File: config.mk
export PLATFORM = sky130hd
export DESIGN_NAME = cca_counter_array
export DESIGN_NICKNAME = d
export VERILOG_FILES = /design/src/hw/cca_pkg.sv /design/src/hw/cca_counter_array.sv
export SDC_FILE = /design/constraint.sdc
export NUM_CORES = 1
export LEC_CHECK = 0
export BUFFER_PORTS_ARGS = -buffer_cell sky130_fd_sc_hd__buf_2
export CORE_ASPECT_RATIO = 1.75
export CORE_MARGIN = 2
export CORE_UTILIZATION = 35
export CTS_CLUSTER_SIZE = 14
export DETAILED_ROUTE_END_ITERATION = 16
export GPL_TIMING_DRIVEN = 0
export PLACE_DENSITY = 0.5
export SETUP_SLACK_MARGIN = 0.2
export SLEW_MARGIN = 20
export SYNTH_ARGS = -nofsm -noshare
export SYNTH_HDL_FRONTEND = slang
export SYNTH_SLANG_ARGS = --single-unit
File: constraint.sdc
create_clock -name core_clk -period 3.75 [get_ports core_clk]
set_input_delay 0.5625 -clock core_clk [delete_from_list [all_inputs] [get_ports core_clk]]
set_output_delay 0.5625 -clock core_clk [all_outputs]
set_load 0.01 [all_outputs]
File: src/hw/cca_pkg.sv
// constants shared by the counter array compare and watchdog block
// What this block does
// RULE_01 - software timer: 16-bit counter equals compare sets match flag, irq if enabled
// RULE_02 - match flag stays set until software clears it
// RULE_03 - mode chosen from compare, match, toggle, pulse and wide select bits
// RULE_04 - low compare write clears compare enable, high compare write sets it
// RULE_05 - toggle mode inverts module pin on every 16-bit match
// RULE_06 - entering toggle mode sets toggle output to one
// RULE_07 - frequency mode: low byte match toggles pin, adds high byte to low byte
// RULE_08 - frequency high byte zero gives a 256 tick half period
// RULE_09 - 8-bit pwm: pin high on low byte match, low on low byte overflow
// RULE_10 - 8-bit pwm reloads low compare from high compare on low byte wrap
// RULE_11 - pwm with compare enable cleared gives constant zero output
// RULE_12 - 16-bit pwm: pin high on 16-bit match, low on counter overflow
// RULE_13 - software times 16-bit pwm updates to match interrupts
// RULE_14 - watchdog enable makes module 5 a watchdog comparing high bytes
// RULE_15 - watchdog on: counter runs, counter writes and select bits frozen, module 5 locked
// RULE_16 - watchdog on: run bit reads only what software set
// RULE_17 - watchdog on: write to module 5 high loads counter high plus offset
// RULE_18 - watchdog reset on low byte overflow while module 5 high equals counter high
// RULE_19 - writing one to module 5 match flag while watchdog on resets at once
// RULE_20 - enable or lock bit enables watchdog; lock holds until system reset
// RULE_21 - after reset watchdog on, timebase divide by 12, low bytes zero
// RULE_22 - counter increments per tick, wrap sets overflow flag and irq if enabled
// RULE_23 - 3-bit timebase select picks one of seven counting sources
// RULE_24 - matches are evaluated once per timebase tick
// RULE_25 - pin outputs are registered, changing the cycle after the event
package cca_pkg;
	localparam int NUM_MODULES = 6;
	localparam int WDOG_MODULE = 5;
	// register addresses of the plain port
	localparam logic [4:0] ADDR_CONTROL   = 5'h00;
	localparam logic [4:0] ADDR_MODE      = 5'h01;
	localparam logic [4:0] ADDR_CNT_LOW   = 5'h02;
	localparam logic [4:0] ADDR_CNT_HIGH  = 5'h03;
	localparam logic [4:0] ADDR_CMP_LOW0  = 5'h08;
	localparam logic [4:0] ADDR_CMP_HIGH0 = 5'h10;
	localparam logic [4:0] ADDR_MMODE0    = 5'h18;
	// counter_control_reg fields
	localparam int CTL_OVF_BIT = 7;
	localparam int CTL_RUN_BIT = 6;
	// counter_mode_reg fields
	localparam int MD_IDLE_BIT = 7;
	localparam int MD_WDE_BIT  = 6;
	localparam int MD_LCK_BIT  = 5;
	localparam int MD_TBS_LSB  = 1;
	localparam int MD_OIE_BIT  = 0;
	// module mode fields
	localparam int MM_WIDE_BIT = 7;
	localparam int MM_CEN_BIT  = 6;
	localparam int MM_MAT_BIT  = 3;
	localparam int MM_TOG_BIT  = 2;
	localparam int MM_PWM_BIT  = 1;
	localparam int MM_IE_BIT   = 0;
	// timebase sources
	localparam logic [2:0] TB_DIV12 = 3'h0;
	localparam logic [2:0] TB_DIV4  = 3'h1;
	localparam logic [2:0] TB_T0    = 3'h2;
	localparam logic [2:0] TB_EXT   = 3'h3;
	localparam logic [2:0] TB_SYS   = 3'h4;
	localparam logic [2:0] TB_OSC8  = 3'h5;
	localparam logic [2:0] TB_RTC8  = 3'h6;
	localparam logic [3:0] DIV12_LAST = 4'hB;
	localparam logic [3:0] DIV4_LAST  = 4'h3;
	localparam logic [2:0] DIV8_LAST  = 3'h7;
	localparam logic [7:0] BYTE_MAX   = 8'hFF;
	localparam logic [7:0] BYTE_ZERO  = 8'h00;
	localparam logic [7:0] MODE_RESET = 8'h40;
	typedef enum logic [2:0] {
		CCA_IDLE_MODE, CCA_TIMER, CCA_TOGGLE, CCA_FREQ, CCA_PWM8, CCA_PWM16
	} cca_mode_t;
endpackage

File: src/hw/cca_counter_array.sv
// counter array with six compare modules and module 5 watchdog
//
// The placing of the registers and the address-and-strobe port are this design's own decisions.
`timescale 1ns/1ps
module cca_counter_array
	import cca_pkg::*;
(
	input  wire logic       core_clk,
	input  wire logic       reset,
	input  wire logic [4:0] reg_addr,
	input  wire logic [7:0] reg_wdata,
	input  wire logic       reg_write,
	input  wire logic       reg_read,
	output logic [7:0]      reg_rdata,
	input  wire logic       timer0_overflow,
	input  wire logic       ext_count_in,
	input  wire logic       ext_osc_tick,
	input  wire logic       rtc_tick,
	input  wire logic       cpu_idle,
	output logic [5:0]      module_pin,
	output logic            irq,
	output logic            watchdog_reset
);
	logic [15:0] count_reg;
	logic [7:0]  cmp_low_reg  [NUM_MODULES];
	logic [7:0]  cmp_high_reg [NUM_MODULES];
	logic [7:0]  mmode_reg    [NUM_MODULES];
	logic [5:0]  match_flag_reg;
	logic        overflow_flag_reg;
	logic        run_reg;
	logic        idle_halt_reg;
	logic        wdog_enable_reg;
	logic        wdog_lock_reg;
	logic [2:0]  timebase_select_reg;
	logic        ovf_irq_enable_reg;
	logic [3:0]  div12_reg;
	logic [3:0]  div4_reg;
	logic [2:0]  osc_div_reg;
	logic [2:0]  rtc_div_reg;
	logic        ext_prev_reg;
	logic [7:0]  snap_reg;
	logic [5:0]  prev_toggle_mode_reg;
	logic        tick;
	logic        wdog_on;
	logic        counting;
	logic        low_wrap;
	logic        full_wrap;
	logic        is_wr;
	logic [2:0]  wr_idx;
	cca_mode_t   mode [NUM_MODULES];

	assign wdog_on   = wdog_enable_reg | wdog_lock_reg; // RULE_20
	assign counting  = (run_reg | wdog_on) & ~(idle_halt_reg & cpu_idle); // RULE_15
	assign is_wr     = reg_write;
	assign wr_idx    = reg_addr[2:0];
	assign low_wrap  = tick & (count_reg[7:0] == BYTE_MAX);
	assign full_wrap = tick & (count_reg == 16'hFFFF);

	// timebase prescalers run freely so a source change takes effect quickly
	always_ff @(posedge core_clk) begin
		if (reset) begin
			div12_reg    <= '0;
			div4_reg     <= '0;
			osc_div_reg  <= '0;
			rtc_div_reg  <= '0;
			ext_prev_reg <= 1'b0;
		end else begin
			div12_reg    <= (div12_reg == DIV12_LAST) ? 4'h0 : div12_reg + 4'h1;
			div4_reg     <= (div4_reg == DIV4_LAST) ? 4'h0 : div4_reg + 4'h1;
			osc_div_reg  <= osc_div_reg + {2'h0, ext_osc_tick};
			rtc_div_reg  <= rtc_div_reg + {2'h0, rtc_tick};
			ext_prev_reg <= ext_count_in;
		end
	end

	always_comb begin // RULE_23
		case (timebase_select_reg)
			TB_DIV12: tick = (div12_reg == DIV12_LAST);
			TB_DIV4:  tick = (div4_reg == DIV4_LAST);
			TB_T0:    tick = timer0_overflow;
			TB_EXT:   tick = ext_prev_reg & ~ext_count_in;
			TB_SYS:   tick = 1'b1;
			TB_OSC8:  tick = ext_osc_tick & (osc_div_reg == DIV8_LAST);
			TB_RTC8:  tick = rtc_tick & (rtc_div_reg == DIV8_LAST);
			default:  tick = 1'b0;
		endcase
		tick = tick & counting;
	end

	// mode decode; module 5 is forced to software timer under the watchdog
	always_comb begin
		for (int i = 0; i < NUM_MODULES; i++) begin
			logic [7:0] m;
			m = mmode_reg[i];
			if (i == WDOG_MODULE && wdog_on)
				mode[i] = CCA_TIMER; // RULE_15
			else if (m[MM_CEN_BIT] && m[MM_TOG_BIT] && m[MM_PWM_BIT])
				mode[i] = CCA_FREQ; // RULE_03
			else if (m[MM_CEN_BIT] && m[MM_PWM_BIT])
				mode[i] = m[MM_WIDE_BIT] ? CCA_PWM16 : CCA_PWM8;
			else if (m[MM_CEN_BIT] && m[MM_MAT_BIT])
				mode[i] = m[MM_TOG_BIT] ? CCA_TOGGLE : CCA_TIMER;
			else if (m[MM_PWM_BIT])
				mode[i] = m[MM_WIDE_BIT] ? CCA_PWM16 : CCA_PWM8; // RULE_11
			else
				mode[i] = CCA_IDLE_MODE;
		end
	end

	// shared counter; writes refused while the watchdog is on
	always_ff @(posedge core_clk) begin
		if (reset) begin
			count_reg <= '0; // RULE_21
		end else if (is_wr && reg_addr == ADDR_CNT_LOW && !wdog_on) begin
			count_reg[7:0] <= reg_wdata;
		end else if (is_wr && reg_addr == ADDR_CNT_HIGH && !wdog_on) begin
			count_reg[15:8] <= reg_wdata; // RULE_15
		end else if (tick) begin
			count_reg <= count_reg + 16'h1; // RULE_22
		end
	end

	// control and mode bits
	always_ff @(posedge core_clk) begin
		if (reset) begin
			run_reg             <= 1'b0;
			idle_halt_reg       <= 1'b0;
			wdog_enable_reg     <= 1'b1; // RULE_21
			wdog_lock_reg       <= 1'b0;
			timebase_select_reg <= TB_DIV12;
			ovf_irq_enable_reg  <= 1'b0;
		end else if (is_wr && reg_addr == ADDR_CONTROL) begin
			run_reg <= reg_wdata[CTL_RUN_BIT]; // RULE_16
		end else if (is_wr && reg_addr == ADDR_MODE) begin
			wdog_enable_reg    <= reg_wdata[MD_WDE_BIT];
			wdog_lock_reg      <= wdog_lock_reg | reg_wdata[MD_LCK_BIT]; // RULE_20
			ovf_irq_enable_reg <= reg_wdata[MD_OIE_BIT];
			if (!wdog_on) begin
				idle_halt_reg       <= reg_wdata[MD_IDLE_BIT]; // RULE_15
				timebase_select_reg <= reg_wdata[MD_TBS_LSB +: 3];
			end
		end
	end

	// flags: hardware set wins over a software clear in the same cycle
	always_ff @(posedge core_clk) begin
		if (reset) begin
			overflow_flag_reg <= 1'b0;
			match_flag_reg    <= '0;
		end else begin
			for (int i = 0; i < NUM_MODULES; i++) begin
				logic hit;
				hit = 1'b0;
				if (mode[i] == CCA_TIMER && mmode_reg[i][MM_MAT_BIT] | (i == WDOG_MODULE))
					hit = tick && count_reg == {cmp_high_reg[i], cmp_low_reg[i]}; // RULE_01
				if ((mode[i] == CCA_TOGGLE || mode[i] == CCA_PWM16)
				    && mmode_reg[i][MM_MAT_BIT])
					hit = tick && count_reg == {cmp_high_reg[i], cmp_low_reg[i]}; // RULE_24
				if (is_wr && reg_addr == ADDR_CONTROL)
					match_flag_reg[i] <= reg_wdata[i] | hit;
				else
					match_flag_reg[i] <= match_flag_reg[i] | hit; // RULE_02
			end
			if (is_wr && reg_addr == ADDR_CONTROL)
				overflow_flag_reg <= reg_wdata[CTL_OVF_BIT] | full_wrap;
			else
				overflow_flag_reg <= overflow_flag_reg | full_wrap; // RULE_22
		end
	end

	// compare registers and per-module mode
	always_ff @(posedge core_clk) begin
		if (reset) begin
			for (int i = 0; i < NUM_MODULES; i++) begin
				cmp_low_reg[i]  <= BYTE_ZERO; // RULE_21
				cmp_high_reg[i] <= BYTE_ZERO;
				mmode_reg[i]    <= (i == WDOG_MODULE) ? MODE_RESET : BYTE_ZERO;
			end
		end else begin
			for (int i = 0; i < NUM_MODULES; i++) begin
				logic wr_lo;
				logic wr_hi;
				logic wr_md;
				wr_lo = is_wr && reg_addr[4:3] == ADDR_CMP_LOW0[4:3] && wr_idx == i[2:0];
				wr_hi = is_wr && reg_addr[4:3] == ADDR_CMP_HIGH0[4:3] && wr_idx == i[2:0];
				wr_md = is_wr && reg_addr[4:3] == ADDR_MMODE0[4:3] && wr_idx == i[2:0];
				if (wr_md && !(i == WDOG_MODULE && wdog_on))
					mmode_reg[i] <= reg_wdata; // RULE_15
				else if (wr_lo)
					mmode_reg[i][MM_CEN_BIT] <= 1'b0; // RULE_04
				else if (wr_hi)
					mmode_reg[i][MM_CEN_BIT] <= 1'b1; // RULE_04
				if (wr_lo)
					cmp_low_reg[i] <= reg_wdata;
				else if (mode[i] == CCA_FREQ && tick && count_reg[7:0] == cmp_low_reg[i])
					cmp_low_reg[i] <= cmp_low_reg[i] + cmp_high_reg[i]; // RULE_07 RULE_08
				else if (mode[i] == CCA_PWM8 && low_wrap)
					cmp_low_reg[i] <= cmp_high_reg[i]; // RULE_10
				if (wr_hi && i == WDOG_MODULE && wdog_on)
					cmp_high_reg[i] <= count_reg[15:8] + cmp_low_reg[i]; // RULE_17
				else if (wr_hi)
					cmp_high_reg[i] <= reg_wdata;
			end
		end
	end

	// module pins, registered so they move the cycle after the event
	always_ff @(posedge core_clk) begin
		if (reset) begin
			module_pin           <= '0;
			prev_toggle_mode_reg <= '0;
		end else begin
			for (int i = 0; i < NUM_MODULES; i++) begin
				logic m16;
				logic m8;
				logic cen;
				m16 = tick && count_reg == {cmp_high_reg[i], cmp_low_reg[i]};
				m8  = tick && count_reg[7:0] == cmp_low_reg[i];
				cen = mmode_reg[i][MM_CEN_BIT];
				prev_toggle_mode_reg[i] <= (mode[i] == CCA_TOGGLE);
				unique case (mode[i])
					CCA_TOGGLE: begin
						if (!prev_toggle_mode_reg[i])
							module_pin[i] <= 1'b1; // RULE_06
						else if (m16)
							module_pin[i] <= ~module_pin[i]; // RULE_05 RULE_25
					end
					CCA_FREQ: begin
						if (m8)
							module_pin[i] <= ~module_pin[i]; // RULE_07
					end
					CCA_PWM8: begin
						if (!cen || low_wrap)
							module_pin[i] <= 1'b0; // RULE_09 RULE_11
						else if (m8)
							module_pin[i] <= 1'b1; // RULE_09
					end
					CCA_PWM16: begin
						if (!cen || full_wrap)
							module_pin[i] <= 1'b0; // RULE_12 RULE_11
						else if (m16)
							module_pin[i] <= 1'b1; // RULE_12
					end
					CCA_TIMER, CCA_IDLE_MODE: begin
						module_pin[i] <= module_pin[i];
					end
				endcase
			end
		end
	end

	// watchdog reset pulse and interrupt line
	always_ff @(posedge core_clk) begin
		if (reset) begin
			watchdog_reset <= 1'b0;
			irq            <= 1'b0;
		end else begin
			watchdog_reset <= wdog_on && ((low_wrap
				&& cmp_high_reg[WDOG_MODULE] == count_reg[15:8]) // RULE_14 RULE_18
				|| (is_wr && reg_addr == ADDR_CONTROL && reg_wdata[WDOG_MODULE])); // RULE_19
			irq <= (overflow_flag_reg & ovf_irq_enable_reg) | (|(match_flag_reg
				& {mmode_reg[5][MM_IE_BIT], mmode_reg[4][MM_IE_BIT],
				   mmode_reg[3][MM_IE_BIT], mmode_reg[2][MM_IE_BIT],
				   mmode_reg[1][MM_IE_BIT], mmode_reg[0][MM_IE_BIT]})); // RULE_01
		end
	end

	// read port; reading counter low latches counter high for a coherent pair
	always_ff @(posedge core_clk) begin
		if (reset) begin
			reg_rdata <= '0;
			snap_reg  <= '0;
		end else if (reg_read) begin
			reg_rdata <= '0;
			if (reg_addr == ADDR_CONTROL)
				reg_rdata <= {overflow_flag_reg, run_reg, match_flag_reg}; // RULE_16
			else if (reg_addr == ADDR_MODE)
				reg_rdata <= {idle_halt_reg, wdog_enable_reg, wdog_lock_reg, 1'b0,
				              timebase_select_reg, ovf_irq_enable_reg};
			else if (reg_addr == ADDR_CNT_LOW) begin
				reg_rdata <= count_reg[7:0];
				snap_reg  <= count_reg[15:8];
			end else if (reg_addr == ADDR_CNT_HIGH)
				reg_rdata <= snap_reg;
			else if (wr_idx < 3'(NUM_MODULES) && reg_addr[4:3] == ADDR_CMP_LOW0[4:3])
				reg_rdata <= cmp_low_reg[wr_idx];
			else if (wr_idx < 3'(NUM_MODULES) && reg_addr[4:3] == ADDR_CMP_HIGH0[4:3])
				reg_rdata <= cmp_high_reg[wr_idx];
			else if (wr_idx < 3'(NUM_MODULES) && reg_addr[4:3] == ADDR_MMODE0[4:3])
				reg_rdata <= mmode_reg[wr_idx];
		end else begin
			reg_rdata <= '0;
		end
	end

	a_wdog_force_reset: assert property (@(posedge core_clk) disable iff (reset)
		wdog_on && reg_write && reg_addr == ADDR_CONTROL && reg_wdata[WDOG_MODULE]
		|=> watchdog_reset) // RULE_19
		else $error("forced watchdog reset missing");
	a_wdog_expire: assert property (@(posedge core_clk) disable iff (reset)
		wdog_on && low_wrap && cmp_high_reg[WDOG_MODULE] == count_reg[15:8]
		|=> watchdog_reset) // RULE_18
		else $error("watchdog expiry missed");
	a_flag_sticky: assert property (@(posedge core_clk) disable iff (reset)
		match_flag_reg[0] && !(reg_write && reg_addr == ADDR_CONTROL)
		|=> match_flag_reg[0]) // RULE_02
		else $error("match flag dropped");
	a_overflow_set: assert property (@(posedge core_clk) disable iff (reset)
		full_wrap |=> overflow_flag_reg && count_reg == 16'h0000) // RULE_22
		else $error("overflow not flagged");
	a_count_frozen: assert property (@(posedge core_clk) disable iff (reset)
		wdog_on && !tick |=> count_reg == $past(count_reg)) // RULE_15
		else $error("counter written under watchdog");
	a_high_enables: assert property (@(posedge core_clk) disable iff (reset)
		reg_write && reg_addr == ADDR_CMP_HIGH0 |=> mmode_reg[0][MM_CEN_BIT]) // RULE_04
		else $error("compare enable not set");
	a_pwm8_low: assert property (@(posedge core_clk) disable iff (reset)
		mode[0] == CCA_PWM8 && low_wrap |=> !module_pin[0]) // RULE_09
		else $error("pwm8 not low after wrap");
	a_wdog_update: assert property (@(posedge core_clk) disable iff (reset)
		wdog_on && reg_write && reg_addr == (ADDR_CMP_HIGH0 | 5'h05)
		|=> cmp_high_reg[WDOG_MODULE] == $past(count_reg[15:8]) + cmp_low_reg[WDOG_MODULE])
		// RULE_17
		else $error("watchdog update wrong");
	a_lock_holds: assert property (@(posedge core_clk) disable iff (reset)
		wdog_lock_reg |=> wdog_on) // RULE_20
		else $error("lock released");
endmodule

Word-level counts from Yosys, hierarchy flattened
Memories as Yosys holds them, arrays and structs flattened.
Cells that the tools add are included.
Word-level totals
  input bits: 22
  flip-flop bits (word level): 76
  memories: 3
  RAM bits: 144
  output and inout bits: 16
  logic and storage cells: 703
Operators by class
  $add $sub $neg: 12
  eq/ne operators: 91
  magnitude comparators: 1
  bitwise logic cells: 91
  multiplexer cells: 321
  reduce and logical (&&, ||, !) cells: 158
Memory list
  cmp_high_reg: depth 6, bits a word 8, rd ports 7, clocked after memory_dff 0, write ports 6, RTL line cca_counter_array.sv:26  | logic [7:0] cmp_high_reg [NUM_MODULES];
  cmp_low_reg: depth 6, bits a word 8, rd ports 7, clocked after memory_dff 0, write ports 6, RTL line cca_counter_array.sv:25  | logic [7:0] cmp_low_reg [NUM_MODULES];
  mmode_reg: depth 6, bits a word 8, rd ports 7, clocked after memory_dff 0, write ports 6, RTL line cca_counter_array.sv:27  | logic [7:0] mmode_reg [NUM_MODULES];
Operators by type and width (count)
  8-bit two-way mux: 41
  1-bit two-way mux: 241
  1-bit logical AND: 100
  16-bit == test: 6
  3-bit two-way mux: 25
  1-bit OR: 61
  3-bit == test (second input constant): 19
  8-bit adder: 7
  8-bit == test: 7
  3-bit by 2-bit == test with 1-bit output (second input constant): 16
  5-bit AND reduction: 6
  3-bit by 1-bit == test with 1-bit output (second input constant): 8
  3-bit zero test: 8
  1-bit case mux with 4 select lines: 6
  1-bit inverter: 20
  1-bit logical OR: 19
  3-bit by 1-bit inequality test with 1-bit output (second input constant): 6
  3-bit by 2-bit inequality test with 1-bit output (second input constant): 6
  3-bit inequality test (second input constant): 6
  2-bit OR reduction: 9
  16-bit by 1-bit adder with 16-bit output (second input constant): 1
  16-bit == test (second input constant): 1
  16-bit two-way mux: 1
  2-bit two-way mux: 6
  other kinds (22): 48

Depth between registers and ports, before layout
Gate-level depths: netlist (run 1).
An unclocked memory read counts as a cell.
  depth after elaboration: 16
  gate-level depth with buffers: 10
  depth with buffers taken out: 10

Worst setup path after synthesis (run 1)
Ideal clock, no wire load.
  path type: flip-flop to flip-flop
  from: reg div4_reg[0]
  to: mem cmp_low_reg[5][0], enable pin
  stages on the path, launching flop included: 8
  slack: 593 ps
  setup time: 404 ps
  arrival: 2753 ps
  data required time: 3346 ps
  period minus slack after synthesis: 3157 ps
  path buffers: 1
  cells stage by stage: dfxtp_1 -> ha_1 -> nor3b_1 -> a2111o_1 -> a21o_1 -> buf_2 -> nand4_1 -> o311ai_0
RTL lines
  start, declared: RTL line cca_counter_array.sv:37  | logic [3:0] div4_reg;
  start signal, assigned: RTL line cca_counter_array.sv:69  | div4_reg <= (div4_reg == DIV4_LAST) ? 4'h0 : div4_reg + 4'h1;
  end, declared: RTL line cca_counter_array.sv:25

==> results of run 1 <==
-- cell type report --
cell class	instances	area, um^2
fill	4420	26120
multi-input combinational	1265	9099
sequential	220	5846
tap	566	708.2
clock buffer	26	608.1
buffer	104	465.4
timing repair buffer	41	239.0
inverter	54	202.7
clock inverter	18	185.2
-- worst register-to-register path, cell delays in order, from the launching register on --
cell	delay, ns
dfxtp_1	0.35
buf_2	0.36
and3_1	0.34
nand3_1	0.47
nor4_1	0.55
and4_1	0.58
buf_2	0.33
mux2i_1	0.22
nor2_1	0.05
-- worst min path at each step --
stage | end | slack (ns) | depth (start not counted)
2_1_floorplan | div12_reg[0] | 0.43 | 1
3_3_place_gp | div4_reg[0] | 0.45 | 1
3_5_place_dp | div12_reg[0] | 0.47 | 1
4_1_cts | ext_prev_reg | 0.22 | 2
5_1_grt | ext_prev_reg | 0.22 | 2
6_report | ext_prev_reg | 0.23 | 2
-- per-layer routing --
layer,up-vias,wire [um]
met1,6908,24260
met3,301,4503
met5,-,11
met4,2,7845
li1,6185,-
met2,714,35040
-- cell families (layout without fill, tap and decap cells) --
logic type | count (synthesis) | count (layout) | share of synthesized area [%]
compound gates | 349 | 349 | 15.06
fa+ha+maj | 63 | 63 | 5.434
mux | 110 | 110 | 9.413
simple gates | 600 | 600 | 19.96
flops | 220 | 220 | 37.78
buf+inv | 158 | 243 | 4.262
xor+xnor | 143 | 143 | 8.095
-- cells in the mapped netlist (all sizes together) (27+ instances only) --
| cell | count |
|---|---|
| nor4 | 38 |
| nor3 | 63 |
| xnor2 | 47 |
| xor2 | 96 |
| ha | 56 |
| nor2 | 142 |
| dfxtp | 76 |
| and2 | 65 |
| buf | 39 |
| nand2 | 112 |
| nand3 | 51 |
| a21oi | 105 |
| inv | 54 |
| mux2i | 69 |
| o21ai | 76 |
| edfxtp | 144 |
| clkbuf | 64 |
| mux4 | 27 |
-- through the flow --
step                total power, mW  setup TNS [ns]  cell area (um^2)
finish                        6.344               0             17350
detailed placement            3.847          -14.35             16450
floorplan                     3.434               0             15470
global placement              3.826          -37.88             16350
CTS                           6.351               0             17320
global route                  6.510               0             17350
-- power by group through the flow --
stage	sequential [mW]	combinational [mW]	clock, mW
final	2.87	0.951	2.52
after global routing	2.87	1.02	2.62
after CTS	2.87	0.934	2.55
after detailed placement	2.92	0.927	0
after global placement	2.92	0.908	0
after floorplan	2.83	0.608	0
-- timing repair --
action | in CTS | in global routing
endpoints found under the hold margin | 0 | 0
setup endpoints to repair | 48 | 20
gates resized for setup | 10 | 9
setup buffers | 2 | 0
hold buffers | 0 | 0
pin swaps | 1 | 1
==> out/qor.txt, run 1 <==
sinks on the clock net: 220
CP startpoint: reg_addr[1]
Layout area overhead: 12.15%
Yosys reg bits: 220
Port Buffers: 34
drt initial violations: 1241
FMAX: 278.9 MHz
Cells after DPL: 2248
Final ANT Viol Nets: 0
Antenna Cells: 0
PD cells: 365.6 nW/um^2
worst-margin pin slew: 1.335 ns
clock skew: 0.03162 ns
slowest CP cell: o21ai_0
post-synth top area share: 27.95%
reg2reg end: cmp_low_reg[4][1]
Detailed Place HPWL: 54860 um
clk_lat worst skew: 0.58 ns
outcome: completed
commonest cells after routing, fill and taps aside: edfxtp_1, nor2_1, nand2_1, a21oi_1, xor2_1
CP delay by family, top: buffers and inverters
type of the worst min-delay path: in2reg
H-Tree Depth: 1
setup slack after layout: 0.1639 ns
most common cell after layout, fill and taps aside: edfxtp_1
routing usage on met1: 31.91%
initial antenna violation count: 2
Die ar.: 45970 um^2
CP dominant cell by count: buf_2
DRC viols: 0
Finished Layout Cells: 2294
fin util: 39.92%
worst setup path end: mmode_reg[2][4]
fin nets: 1795
number of CTS-inserted buffers: 24
CTS clk-pin slew, worst paths: 0.06 ns
Critical Path RT: 3.94 ns
Cell variety after synth: 87
Post-synth ARST share: 0%
worst reg2reg path depth: 8
final global-route overflow total: 0
critical path peak fanout: 10
via count: 14110
clock power share: 39.7%
part of the cycle the worst path needs: 95.63%
GP Congestion: 1.033
synthesized area per cell: 9.417 um^2
reg-to-reg startpoint: count_reg[5]
Yosys warning total: 0
HP Start: ext_count_in
VDD IR max: 0.0002407 V
DR vias/cell: 6.151
worst path buffer plus inverter count: 4
crit-path cells: buf_2 > buf_2 > buf_1 > nand2_1 > or2_2 > clkbuf_1 > o21ai_0
Final Slew Violations: 0
Synth Flop Type: edfxtp_1
dpl ws: -0.6113 ns
switching pwr: 1.917 mW
Critical Path Source Type: primary input
Hold Slack: 0.2278 ns
Detailed Route WL: 71670 um
max_cap viols: 0
synthesized area: 15470 um^2
Setup crit end kind: flip-flop
# rows: 101
layout cells sized above 1: 11.40%
first-pass GRT wire length: 101000 um
I/O pins: 38
die height: 282.1 um
top post-synthesis cells by area: edfxtp_1, dfxtp_1, xor2_1
Switching Share: 30.21%
Synth area leader: edfxtp_1
total track usage: 31.14%
Period minus WS final: 3.586 ns
Worst slew margin: 11.00%
Static Leak: 6.552 nW
vias in the first global route: 14070
DR pass1 iterations: 6
core area: 43470 um^2
final setup fails: 0
met3 GRT Util: 5.235%
Post-synth EDFFs: 144
CTS tree: built
sequential share of the synthesized area: 37.78%
Worst EP arrival: 3.78 ns
Synth Instances: 1643
setup slack, reg-to-reg: 0.22 ns
CP peak stage delay: 0.91 ns
final hold vios: 0
Int Power: 4.428 mW
unrepaired setup endpoints after global routing: true
Chip Width: 162.9 um
Critical Path Stages: 7
largest net degree at the start of global routing: 15
met2 Usage GRT: 54.67%
maximum clock path buffer count: 3
clock root buffer: clkbuf_16
global route hottest layer: met2
wire per inst: 31.24 um
combinational power share: 15.0%
critical path class: in2reg
sequential power share: 45.3%
Initial Utilization: 35.59%
post-synth net total: 1728
(Power assumes the default switching activity.)
==> run 2: changes to the inputs <==
--- a/config.mk
+++ b/config.mk
@@ -7,7 +7,6 @@
 export LEC_CHECK = 0
 export BUFFER_PORTS_ARGS = -buffer_cell sky130_fd_sc_hd__buf_2
 export CORE_ASPECT_RATIO = 1.75
-export CORE_MARGIN = 2
 export CORE_UTILIZATION = 35
 export CTS_CLUSTER_SIZE = 14
 export DETAILED_ROUTE_END_ITERATION = 16
==> out/qor.txt, run 2 (same netlist as run 1, synthesis figures left out) <==
DR pass1 iterations: 6
Detailed Route WL: 72900 um
Period minus WS final: 3.559 ns
vias in the first global route: 14180
final setup fails: 0
clk_lat worst skew: 0.57 ns
CP startpoint: wdog_enable_reg
clock root buffer: clkbuf_16
total track usage: 32.29%
met2 Usage GRT: 55.33%
Die ar.: 45080 um^2
Initial Utilization: 35.59%
Post-DP Area: 16440 um^2
unrepaired setup endpoints after global routing: false
Design Power: 6.333 mW
met3 GRT Util: 5.366%
Setup crit end kind: flip-flop
fin util: 39.95%
maximum clock path buffer count: 3
commonest cells after routing, fill and taps aside: edfxtp_1, nor2_1, nand2_1, a21oi_1, xor2_1
clock skew: 0.02041 ns
fin nets: 1793
layout cells sized above 1: 11.59%
largest net degree at the start of global routing: 16
drt initial violations: 1237
Detailed Place HPWL: 54690 um
DRC viols: 0
dpl ws: -0.4734 ns
initial antenna violation count: 4
CTS clk-pin slew, worst paths: 0.07 ns
wire per inst: 31.79 um
fin area: 17370 um^2
part of the cycle the worst path needs: 94.90%
Hold Slack: 0.2207 ns
H-Tree Depth: 1
outcome: completed
reg-to-reg startpoint: wdog_enable_reg
Worst EP arrival: 4.02 ns
sinks on the clock net: 220
Worst slew margin: 16.09%
GP Congestion: 1.007
Critical Path Source Type: flip-flop
core area: 43470 um^2
die height: 280.1 um
Final Slew Violations: 0
Layout area overhead: 12.24%
FMAX: 281.0 MHz
global route hottest layer: met2
via count: 14340
Static Leak: 6.565 nW
I/O pins: 38
setup tns final: 0 ns
routing usage on met1: 32.67%
crit-path cells: nor3_1 > a21oi_2 > clkdlybuf4s15_1 > nand4_1 > nor4_2 > o22ai_1 > o311a_1
final global-route overflow total: 0
Finished Layout Cells: 2293
first-pass GRT wire length: 102000 um
setup slack after layout: 0.1914 ns
# rows: 101
worst path buffer plus inverter count: 1
critical path peak fanout: 10
VDD IR max: 0.0002811 V
Critical Path RT: 4.21 ns
Cells after DPL: 2247
final hold vios: 0
CTS tree: built
CP peak stage delay: 0.80 ns
hold buffer count at CTS: 0
HP Start: ext_count_in
critical path class: reg2reg
number of CTS-inserted buffers: 24
type of the worst min-delay path: in2reg
Port Buffers: 34
slowest CP cell: clkdlybuf4s15_1
CP delay by family, top: simple AND/OR/NAND/NOR gates
max_cap viols: 0
PD cells: 364.7 nW/um^2
worst-margin pin slew: 1.259 ns
Chip Width: 160.9 um
Final ANT Viol Nets: 0
most common cell after layout, fill and taps aside: edfxtp_1
DR vias/cell: 6.254
run 2: what timing repair did:
| item | CTS | global route |
|---|---|---|
| gates resized for setup | 10 | 12 |
| endpoints found under the setup margin | 48 | 30 |
| pin swaps | 2 | 1 |
| setup buffers | 1 | 0 |
run 2: metal layers:
metal | vias to the layer above | routed length [um]
met2 | 802 | 35240
met3 | 358 | 4822
met5 | - | 9
li1 | 6184 | -
met4 | 2 | 8397
met1 | 6995 | 24430
run 2: final timing paths:
| check | to | slack (ns) | depth (start not counted) |
|---|---|---|---|
| setup / recovery | module_pin[2] | 0.19 | 7 |
| hold reg to reg | div12_reg[0] | 0.46 | 1 |
| hold / removal | ext_prev_reg | 0.22 | 2 |
| setup reg to reg | module_pin[2] | 0.19 | 7 |
run 2: final cells by class:
type	count	area [um^2]
fill	4465	26110
multi-input combinational	1265	9109
sequential	220	5846
clock buffer	34	710.7
tap	566	708.2
buffer	104	483.0
timing repair buffer	39	207.7
inverter	54	202.7
clock inverter	10	97.59
antenna	1	2.502
run 2: where the power goes:
group,switching [mW],internal [mW]
sequential,0.185,2.69
combinational,0.598,0.347
clock,1.11,1.40
total,1.89,4.44
run 2: worst register-to-register path: stages, from the launching register on:
cell	delay [ns]
dfxtp_1	0.44
nor3_1	0.11
a21oi_2	0.49
clkdlybuf4s15_1	0.80
nand4_1	0.37
nor4_2	0.63
o22ai_1	0.22
o311a_1	0.39
